File: src/core/mbp_defines.svh
// Purpose: Constants of the burst master port.
// Assumes: Included by bare name from the design files.
// Notes:   Widths here are defaults only; modules take them as parameters.
`ifndef MBP_DEFINES_SVH
`define MBP_DEFINES_SVH

`define MBP_ADDR_W    32
`define MBP_DATA_W    32
`define MBP_BC_W      4
`define MBP_BC_W_MIN  2
`define MBP_BC_W_MAX  32
`define MBP_PEND_XTRA 4
`define MBP_FIFO_DEPTH 2

`endif

File: src/core/mbp_pkg.sv
// Purpose: Types shared by the burst master port.
// Assumes: Nothing beyond the defines header.
// Notes:   State codes are left to the tools.
package mbp_pkg;
  typedef enum {MBP_IDLE, MBP_WBURST, MBP_RADDR} mbp_state_t;
  typedef enum logic {MBP_OP_WRITE, MBP_OP_READ} mbp_op_t;
endpackage

File: src/core/mbp_stream_if.sv
// Purpose: Valid/ready word carrier between the port's modules.
// Assumes: One clock for both ends.
// Notes:   A word moves on an edge with valid and ready both high.
`timescale 1ns/1ps
interface mbp_stream_if #(parameter int W = 32);
  logic         valid;
  logic         ready;
  logic [W-1:0] data;
  modport src (output valid, output data, input ready);
  modport snk (input valid, input data, output ready);
endinterface

File: src/core/mbp_master.sv
// Purpose: Burst master port towards the interconnect fabric.
// Assumes: Fabric and user logic both run on clk; no pin synchronisers.
// Notes:   Read words leave as one-cycle pulses; the user cannot stall them.
//
// Summary of operation
// - Burst length port is 2 to 32 bits.
// - Length one behaves as a single transfer.
// - Longest burst is top bit alone set.
// - Beats may take any number of cycles.
// - Read bursts imply pipelined, no tristate data.
// - One start address per burst only.
// - Finish every beat; no abort, no new address.
// - First accepted edge takes address, length, data.
// - Address, byteenable, length constant through write.
// - N accepted write edges complete the burst.
// - Write low stalls; no capture that edge.
// - Hold write and data while waitrequest high.
// - All byteenables high in every burst.
// - Read address phase ends at waitrequest low.
// - Capture read data each readdatavalid edge.
// - Next command may follow read acceptance directly.
// - Gaps between read words do not end burst.
`timescale 1ns/1ps
`include "mbp_defines.svh"
module mbp_master #(
  parameter int ADDR_W = `MBP_ADDR_W,
  parameter int DATA_W = `MBP_DATA_W,
  parameter int BC_W   = `MBP_BC_W,
  parameter int PEND_W = `MBP_BC_W + `MBP_PEND_XTRA
) (
  input  wire logic              clk,             // Clock, 100 MHz
  input  wire logic              rst_b,           // Sync reset, active low
  // User command port
  input  wire logic              cmdValid,        // Command offered
  output logic                   cmdReady,        // Command taken
  input  wire mbp_pkg::mbp_op_t  cmdOp,           // Read or write
  input  wire logic [ADDR_W-1:0] cmdAddr,         // Start address
  input  wire logic [BC_W-1:0]   cmdLen,          // Beats in burst
  output logic                   cmdErr,          // Illegal length dropped
  // User write data
  input  wire logic              wrValid,         // Write word offered
  output logic                   wrReady,         // Write word taken
  input  wire logic [DATA_W-1:0] wrData,          // Write word
  // User read data
  output logic                   rdValid,         // Read word pulse
  output logic      [DATA_W-1:0] rdData,          // Read word
  output logic                   busy,            // Burst or reads open
  // Fabric side
  output logic      [ADDR_W-1:0] avAddress,       // Start address
  output logic      [BC_W-1:0]   avBurstcount,    // Burst length
  output logic                   avRead,          // Read request
  output logic                   avWrite,         // Write strobe
  output logic      [DATA_W-1:0] avWritedata,     // Write word
  output logic [DATA_W/8-1:0]    avByteenable,    // Byte lanes
  input  wire logic              avWaitrequest,   // Fabric stall
  input  wire logic [DATA_W-1:0] avReaddata,      // Read word
  input  wire logic              avReaddatavalid  // Read word valid
);
  import mbp_pkg::*;

  // Only the top bit set: the longest legal burst
  localparam logic [BC_W-1:0] MAX_LEN = {1'b1, {(BC_W-1){1'b0}}};

  mbp_state_t        state, next_state;
  logic [ADDR_W-1:0] next_address;
  logic [BC_W-1:0]   next_burstcount;
  logic [PEND_W-1:0] pendRd, next_pendRd;
  logic              next_cmdErr;
  logic              next_rdValid;
  logic [DATA_W-1:0] next_rdData;

  logic              rdAcc, wrAcc, cmdTake, lenOk, pendRoom;
  logic              rdWord, wrLoad;
  logic [BC_W-1:0]   beatsLeft;
  logic              beatLast;

  mbp_stream_if #(.W(DATA_W)) inBus ();
  mbp_stream_if #(.W(DATA_W)) outBus ();

  function automatic logic lenLegal(input logic [BC_W-1:0] len);
    lenLegal = (len != '0) && (len <= MAX_LEN);
  endfunction

  // Write words wait here so a fabric stall never drops one
  assign inBus.valid = wrValid;
  assign inBus.data  = wrData;
  assign wrReady     = inBus.ready;

  mbp_fifo2 #(
    .W     (DATA_W),
    .DEPTH (`MBP_FIFO_DEPTH)
  ) u_wbuf (
    .clk   (clk),
    .rst_b (rst_b),
    .fill  (inBus),
    .drain (outBus)
  );

  // Write is dropped while no word is buffered; the burst just pauses
  assign avWrite      = (state == MBP_WBURST) && outBus.valid;
  assign avWritedata  = outBus.data;
  assign wrAcc        = avWrite && !avWaitrequest;
  assign outBus.ready = wrAcc;
  assign rdAcc        = (state == MBP_RADDR) && !avWaitrequest;
  assign avRead       = (state == MBP_RADDR);
  assign avByteenable = '1;

  // Top bit clear leaves room for one more longest burst
  assign pendRoom = !pendRd[PEND_W-1];
  assign cmdReady = ((state == MBP_IDLE) || rdAcc)
                    && (cmdOp == MBP_OP_WRITE || pendRoom);
  assign cmdTake  = cmdValid && cmdReady;
  assign lenOk    = lenLegal(cmdLen);
  assign wrLoad   = cmdTake && lenOk && (cmdOp == MBP_OP_WRITE);
  assign rdWord   = avReaddatavalid && (pendRd != '0);
  assign busy     = (state != MBP_IDLE) || (pendRd != '0);

  mbp_beat_ctr #(
    .W (BC_W)
  ) u_beats (
    .clk     (clk),
    .rst_b   (rst_b),
    .load    (wrLoad),
    .loadVal (cmdLen),
    .dec     (wrAcc),
    .count   (beatsLeft),
    .last    (beatLast)
  );

  // Burst sequencing
  always_comb begin
    next_state      = state;
    next_address    = avAddress;
    next_burstcount = avBurstcount;
    next_cmdErr     = 1'b0;
    case (state)
      MBP_WBURST: begin
        if (wrAcc && beatLast) begin
          next_state = MBP_IDLE;
        end
      end
      MBP_RADDR: begin
        if (rdAcc) begin
          next_state = MBP_IDLE;
        end
      end
      default: begin
        next_state = MBP_IDLE;
      end
    endcase
    // Address and length change only between bursts
    if (cmdTake) begin
      if (lenOk) begin
        next_address    = cmdAddr;
        next_burstcount = cmdLen;
        next_state      = (cmdOp == MBP_OP_READ) ? MBP_RADDR : MBP_WBURST;
      end else begin
        next_cmdErr = 1'b1;
      end
    end
  end

  always_ff @(posedge clk) begin
    if (!rst_b) begin
      state        <= MBP_IDLE;
      avAddress    <= '0;
      avBurstcount <= '0;
      cmdErr       <= 1'b0;
    end else begin
      state        <= next_state;
      avAddress    <= next_address;
      avBurstcount <= next_burstcount;
      cmdErr       <= next_cmdErr;
    end
  end

  // Outstanding read words; gaps in readdatavalid just keep it waiting
  always_comb begin
    next_pendRd  = pendRd;
    next_rdValid = rdWord;
    next_rdData  = rdWord ? avReaddata : rdData;
    if (rdAcc) begin
      next_pendRd = next_pendRd + PEND_W'(avBurstcount);
    end
    if (rdWord) begin
      next_pendRd = next_pendRd - 1'b1;
    end
  end

  always_ff @(posedge clk) begin
    if (!rst_b) begin
      pendRd  <= '0;
      rdValid <= 1'b0;
      rdData  <= '0;
    end else begin
      pendRd  <= next_pendRd;
      rdValid <= next_rdValid;
      rdData  <= next_rdData;
    end
  end

  // Own tally of accepted write beats, kept apart from the beat counter
  // so that a fault in that counter cannot hide from the length check
  logic [BC_W-1:0] wrTally, next_wrTally;

  always_comb begin
    next_wrTally = wrTally;
    if (wrLoad) begin
      next_wrTally = '0;
    end else if (wrAcc) begin
      next_wrTally = wrTally + 1'b1;
    end
  end

  always_ff @(posedge clk) begin
    if (!rst_b) begin
      wrTally <= '0;
    end else begin
      wrTally <= next_wrTally;
    end
  end
endmodule

File: src/core/mbp_fifo2.sv
// Purpose: Two-entry buffer in the write data path.
// Assumes: Synchronous active-low reset.
// Notes:   Full and empty are exact; a push into a full buffer is refused.
`timescale 1ns/1ps
`include "mbp_defines.svh"
module mbp_fifo2 #(
  parameter int W     = `MBP_DATA_W,
  parameter int DEPTH = `MBP_FIFO_DEPTH
) (
  input  wire logic    clk,   // Clock
  input  wire logic    rst_b, // Reset, active low
  mbp_stream_if.snk    fill,  // Filling side
  mbp_stream_if.src    drain  // Draining side
);
  localparam int PW = (DEPTH > 1) ? $clog2(DEPTH) : 1;
  localparam int CW = $clog2(DEPTH + 1);

  logic [W-1:0]  mem [DEPTH];
  logic [PW-1:0] wrPtr, next_wrPtr;
  logic [PW-1:0] rdPtr, next_rdPtr;
  logic [CW-1:0] count, next_count;
  logic          push, pop;

  assign fill.ready  = (count != CW'(DEPTH));
  assign drain.valid = (count != '0);
  assign drain.data  = mem[rdPtr];
  assign push        = fill.valid && fill.ready;
  assign pop         = drain.valid && drain.ready;

  function automatic logic [PW-1:0] bump(input logic [PW-1:0] p);
    bump = (p == PW'(DEPTH - 1)) ? '0 : p + 1'b1;
  endfunction

  always_comb begin
    next_wrPtr = push ? bump(wrPtr) : wrPtr;
    next_rdPtr = pop ? bump(rdPtr) : rdPtr;
    next_count = count + CW'(push) - CW'(pop);
  end

  always_ff @(posedge clk) begin
    if (!rst_b) begin
      wrPtr <= '0;
      rdPtr <= '0;
      count <= '0;
    end else begin
      wrPtr <= next_wrPtr;
      rdPtr <= next_rdPtr;
      count <= next_count;
    end
    if (push) begin
      mem[wrPtr] <= fill.data;
    end
  end
endmodule

File: src/core/mbp_beat_ctr.sv
// Purpose: Down counter of beats left in a burst.
// Assumes: Load and decrement never arrive together.
// Notes:   last is high while one beat remains.
`timescale 1ns/1ps
module mbp_beat_ctr #(
  parameter int W = 4
) (
  input  wire logic         clk,     // Clock
  input  wire logic         rst_b,   // Reset, active low
  input  wire logic         load,    // Load at address acceptance
  input  wire logic [W-1:0] loadVal, // Burst length
  input  wire logic         dec,     // Beat accepted
  output logic      [W-1:0] count,   // Beats left
  output logic              last     // One beat left
);
  logic [W-1:0] next_count;

  always_comb begin
    next_count = count;
    if (load) begin
      next_count = loadVal;
    end else if (dec && count != '0) begin
      next_count = count - 1'b1;
    end
  end

  always_ff @(posedge clk) begin
    if (!rst_b) begin
      count <= '0;
    end else begin
      count <= next_count;
    end
  end

  assign last = (count == W'(1));
endmodule

File: config.mk
export PLATFORM = sky130hd
export DESIGN_NAME = mbp_master
export DESIGN_NICKNAME = d
export VERILOG_FILES = /design/src/core/mbp_pkg.sv /design/src/core/mbp_stream_if.sv /design/src/core/mbp_master.sv /design/src/core/mbp_fifo2.sv /design/src/core/mbp_beat_ctr.sv
export VERILOG_INCLUDE_DIRS = /design/src /design/src/core
export SDC_FILE = /design/constraint.sdc
export NUM_CORES = 1
export LEC_CHECK = 0
export BUFFER_PORTS_ARGS = -buffer_cell sky130_fd_sc_hd__buf_4
export CORE_MARGIN = 2
export CORE_UTILIZATION = 40
export DETAILED_ROUTE_END_ITERATION = 8
export HOLD_SLACK_MARGIN = 0.08
export MAX_ROUTING_LAYER = met4
export PLACE_DENSITY = 0.67
export RECOVER_POWER = 100
export SLEW_MARGIN = 5
export SYNTH_ARGS = -nofsm -noshare
export SYNTH_HDL_FRONTEND = slang
export SYNTH_SLANG_ARGS = --single-unit
File: constraint.sdc
create_clock -name clk -period 6.9 [get_ports clk]
set_clock_uncertainty 0.05 [all_clocks]
set_input_delay 1.035 -clock clk [delete_from_list [all_inputs] [get_ports clk]]
set_output_delay 1.035 -clock clk [all_outputs]
set_load 0.05 [all_outputs]
==> impl_metrics.py <==
metrics = {
    "hold_path": {
        "hold_class": "reg -> reg",
    },
    "power_and_ir_drop": {
        "p_leak_nw": 3.35,
        "p_per_area_nw_per_um2": 341,
        "peakVddDrop_mv": 0.199,
        "total_power_mw": 2.99,
    },
    "clock_tree": {
        "root_buffer": "clkbuf_16",
        "post_cts_resized": 0,
        "post_cts_buffers": 0,
        "cts_num_sinks": 183,
        "clkTransAtPathRegs_ns": 0.07,
        "clkLatencyLatePin_ns": 0.43,
        "cts_tree": "done",
        "max-clock-path-buffers": 2,
        "postCtsHoldBufs": 0,
        "ctsHtreeMaxLevel": 4,
        "cts_buffers": 17,
    },
    "setup_path": {
        "path_buf_inv": 2,
        "crit_arrival_ns": 2.96,
        "slowest_delay_ns": 1.30,
        "path_class": "reg -> out",
        "cp_common_cell": "clkbuf_1",
        "critPathCaptureType": "output port",
        "startpoint_type": "flip-flop",
        "path_max_fanout": 32,
        "cp.required_ns": 5.81,
        "crit_chain": "clkbuf_1 -> mux2_2 -> clkbuf_1",
        "cp_top_family": "buffers and inverters",
        "critPathSlowestCell": "clkbuf_1",
    },
    "floorplanning": {
        "dieArea_um2": 17800,
        "die_h_um": 133,
        "start_util_pct": 40.6,
        "rows": 47,
        "core_area_um2": 16500,
        "fp.dieW_um": 133,
        "io_pins": 218,
    },
    "synthesis": {
        "synth_area_per_cell_um2": 11.2,
        "postSynthCellCount": 598,
        "post-synth-top-count-cell": "nand2_1",
        "synth_edf_count": 64,
        "ys_warn_count": 0,
        "netlist_area_um2": 6690,
        "synth_common_cells": "nand2_1 (147), dfxtp_1 (119), a21oi_1 (78)",
        "yosys_register_bits": 183,
        "yosysSeqAreaShare_pct": 64.4,
        "synth_top_cell_area_share_pct": 35.6,
        "synth_ff_type": "dfxtp_1",
        "ys_types": 40,
        "synthArstFlopShare_pct": 0,
        "yosys-top-cells-area": "dfxtp_1 (36%), edfxtp_1 (29%), nand2_1 (8.3%)",
        "yosys.area.top_type": "dfxtp_1",
    },
    "outcome": {
        "violations": "max-capacitance violations, max-slew violations",
        "status": "complete, but fails checks",
    },
    "routing": {
        "vias": 4950,
        "drtIter0Drc": 249,
        "drc": 0,
        "dr.pass1.iters": 4,
        "routedWlPerCell_um": 13.5,
        "wirelength_um": 14500,
        "ant_nets": 0,
        "viasPerCell": 4.63,
    },
    "timing": {
        "timing.setup.tns_ns": 0,
        "period_needed_ns": 4.04,
        "setup_viol": 0,
        "tightest_slew_ns": 2.03,
        "hold_viol_final": 0,
        "maxSlewViolCount": 182,
        "slew-limit-headroom_pct": -35.7,
        "hold-worst-slack_ns": 0.402,
        "rsz0062_at_grt": "false",
        "fin_crit_sh_pct": 58.6,
        "clock.fmax_mhz": 247,
        "fin_ws_ns": 2.86,
    },
    "global_route": {
        "overflow": 0,
        "grt_pass1_vias": 4669,
        "grt.total_usage_pct": 16.5,
        "antenna_found_initial": 0,
        "grt_max_degree": 45,
        "grt_pass1_wl_um": 22800,
    },
    "place": {
        "placed_cells": 1037,
        "pre_cts_ws_ns": 4.00,
        "io_buffer_count": 213,
        "place_hpwl_um": 10000,
        "place_area_um2": 8600,
        "routabilityCongestion": 0.767,
    },
    "final_layout": {
        "drive_gt1_share_pct": 20.8,
        "final_area_um2": 8750,
        "antenna-diode-count": 0,
        "fin_util_pct": 53.1,
        "stdcell_count": 1069,
        "area_growth_pct": 30.8,
        "fin_nets": 954,
    },
    "flow_run": {
        "maxCapViolCount": 5,
    },
}
where the power goes:
part	total (mW)	switching [mW]	internal [mW]
logic	0.704	0.512	0.191
registers	1.29	0.0562	1.24
clock network	0.990	0.439	0.551
total	2.99	1.01	1.98
sequential cells by signal, indices dropped and copies added, names as in the netlist, named ones only:
register	count
rdData	32
u_wbuf.count	2
u_beats.count	4
rdValid	1
state	32
avBurstcount	4
cmdErr	1
u_wbuf.mem	64
avAddress	32
u_wbuf.rdPtr	1
pendRd	8
u_wbuf.wrPtr	1
routing by layer:
metal | GRT usage, % | share of wire, %
met5 | - | 0
met4 | 6.15 | 2.1
met3 | 5.18 | 7.4
met2 | 24.9 | 46
met1 | 21.0 | 44
area by class of cell:
class,count,area (um2)
clock buffers,18,429
repair buffers,221,1220
clock inverters,14,181
fillers,1578,7720
flip-flops and latches,183,4300
inverters,7,26.3
multi-input cells,406,2310
well taps,220,275
worst min-delay path, cell delays in order (launching register included):
cell     delay, ns
dfxtp_1       0.31
nand2_1       0.05
a21oi_1       0.05
placed cells by master, fill, tap and decap left out, drive strengths merged, types with 7 or more instances in the layout:
master,Yosys,routed
a21oi,78,78
buf,10,74
clkbuf,24,165
conb,2,34
dfxtp,119,119
edfxtp,64,64
ha,10,10
inv,7,13
mux2,33,33
nand2,147,147
nor2,19,19
nor3,7,7
nor4,12,12
xnor2,9,9
xor2,8,8
cell families (layout without fill, tap and decap cells):
| group | count (synthesis) | in the layout | share of synthesized area (%) |
|---|---|---|---|
| compound gates | 94 | 94 | 7.78 |
| fa+ha+maj | 11 | 11 | 2.17 |
| simple gates | 212 | 212 | 14.4 |
| flops | 183 | 183 | 64.4 |
| xor+xnor | 17 | 17 | 2.23 |
| other cells | 2 | 34 | 0.112 |
| buf+inv | 41 | 260 | 2.60 |
| mux | 38 | 38 | 6.36 |
worst paths after layout:
check                               start              end  slack [ns]  cells past startpoint
worst max-delay path            flip-flop  avWritedata[11]        2.86                      3
worst max register to register   state[3]  avBurstcount[2]        3.89                      7
worst min-delay path            rdData[7]        rdData[7]        0.40                      2
worst min register to register  rdData[7]        rdData[7]        0.40                      2
No activity file was read; power rests on OpenSTA's default activity.
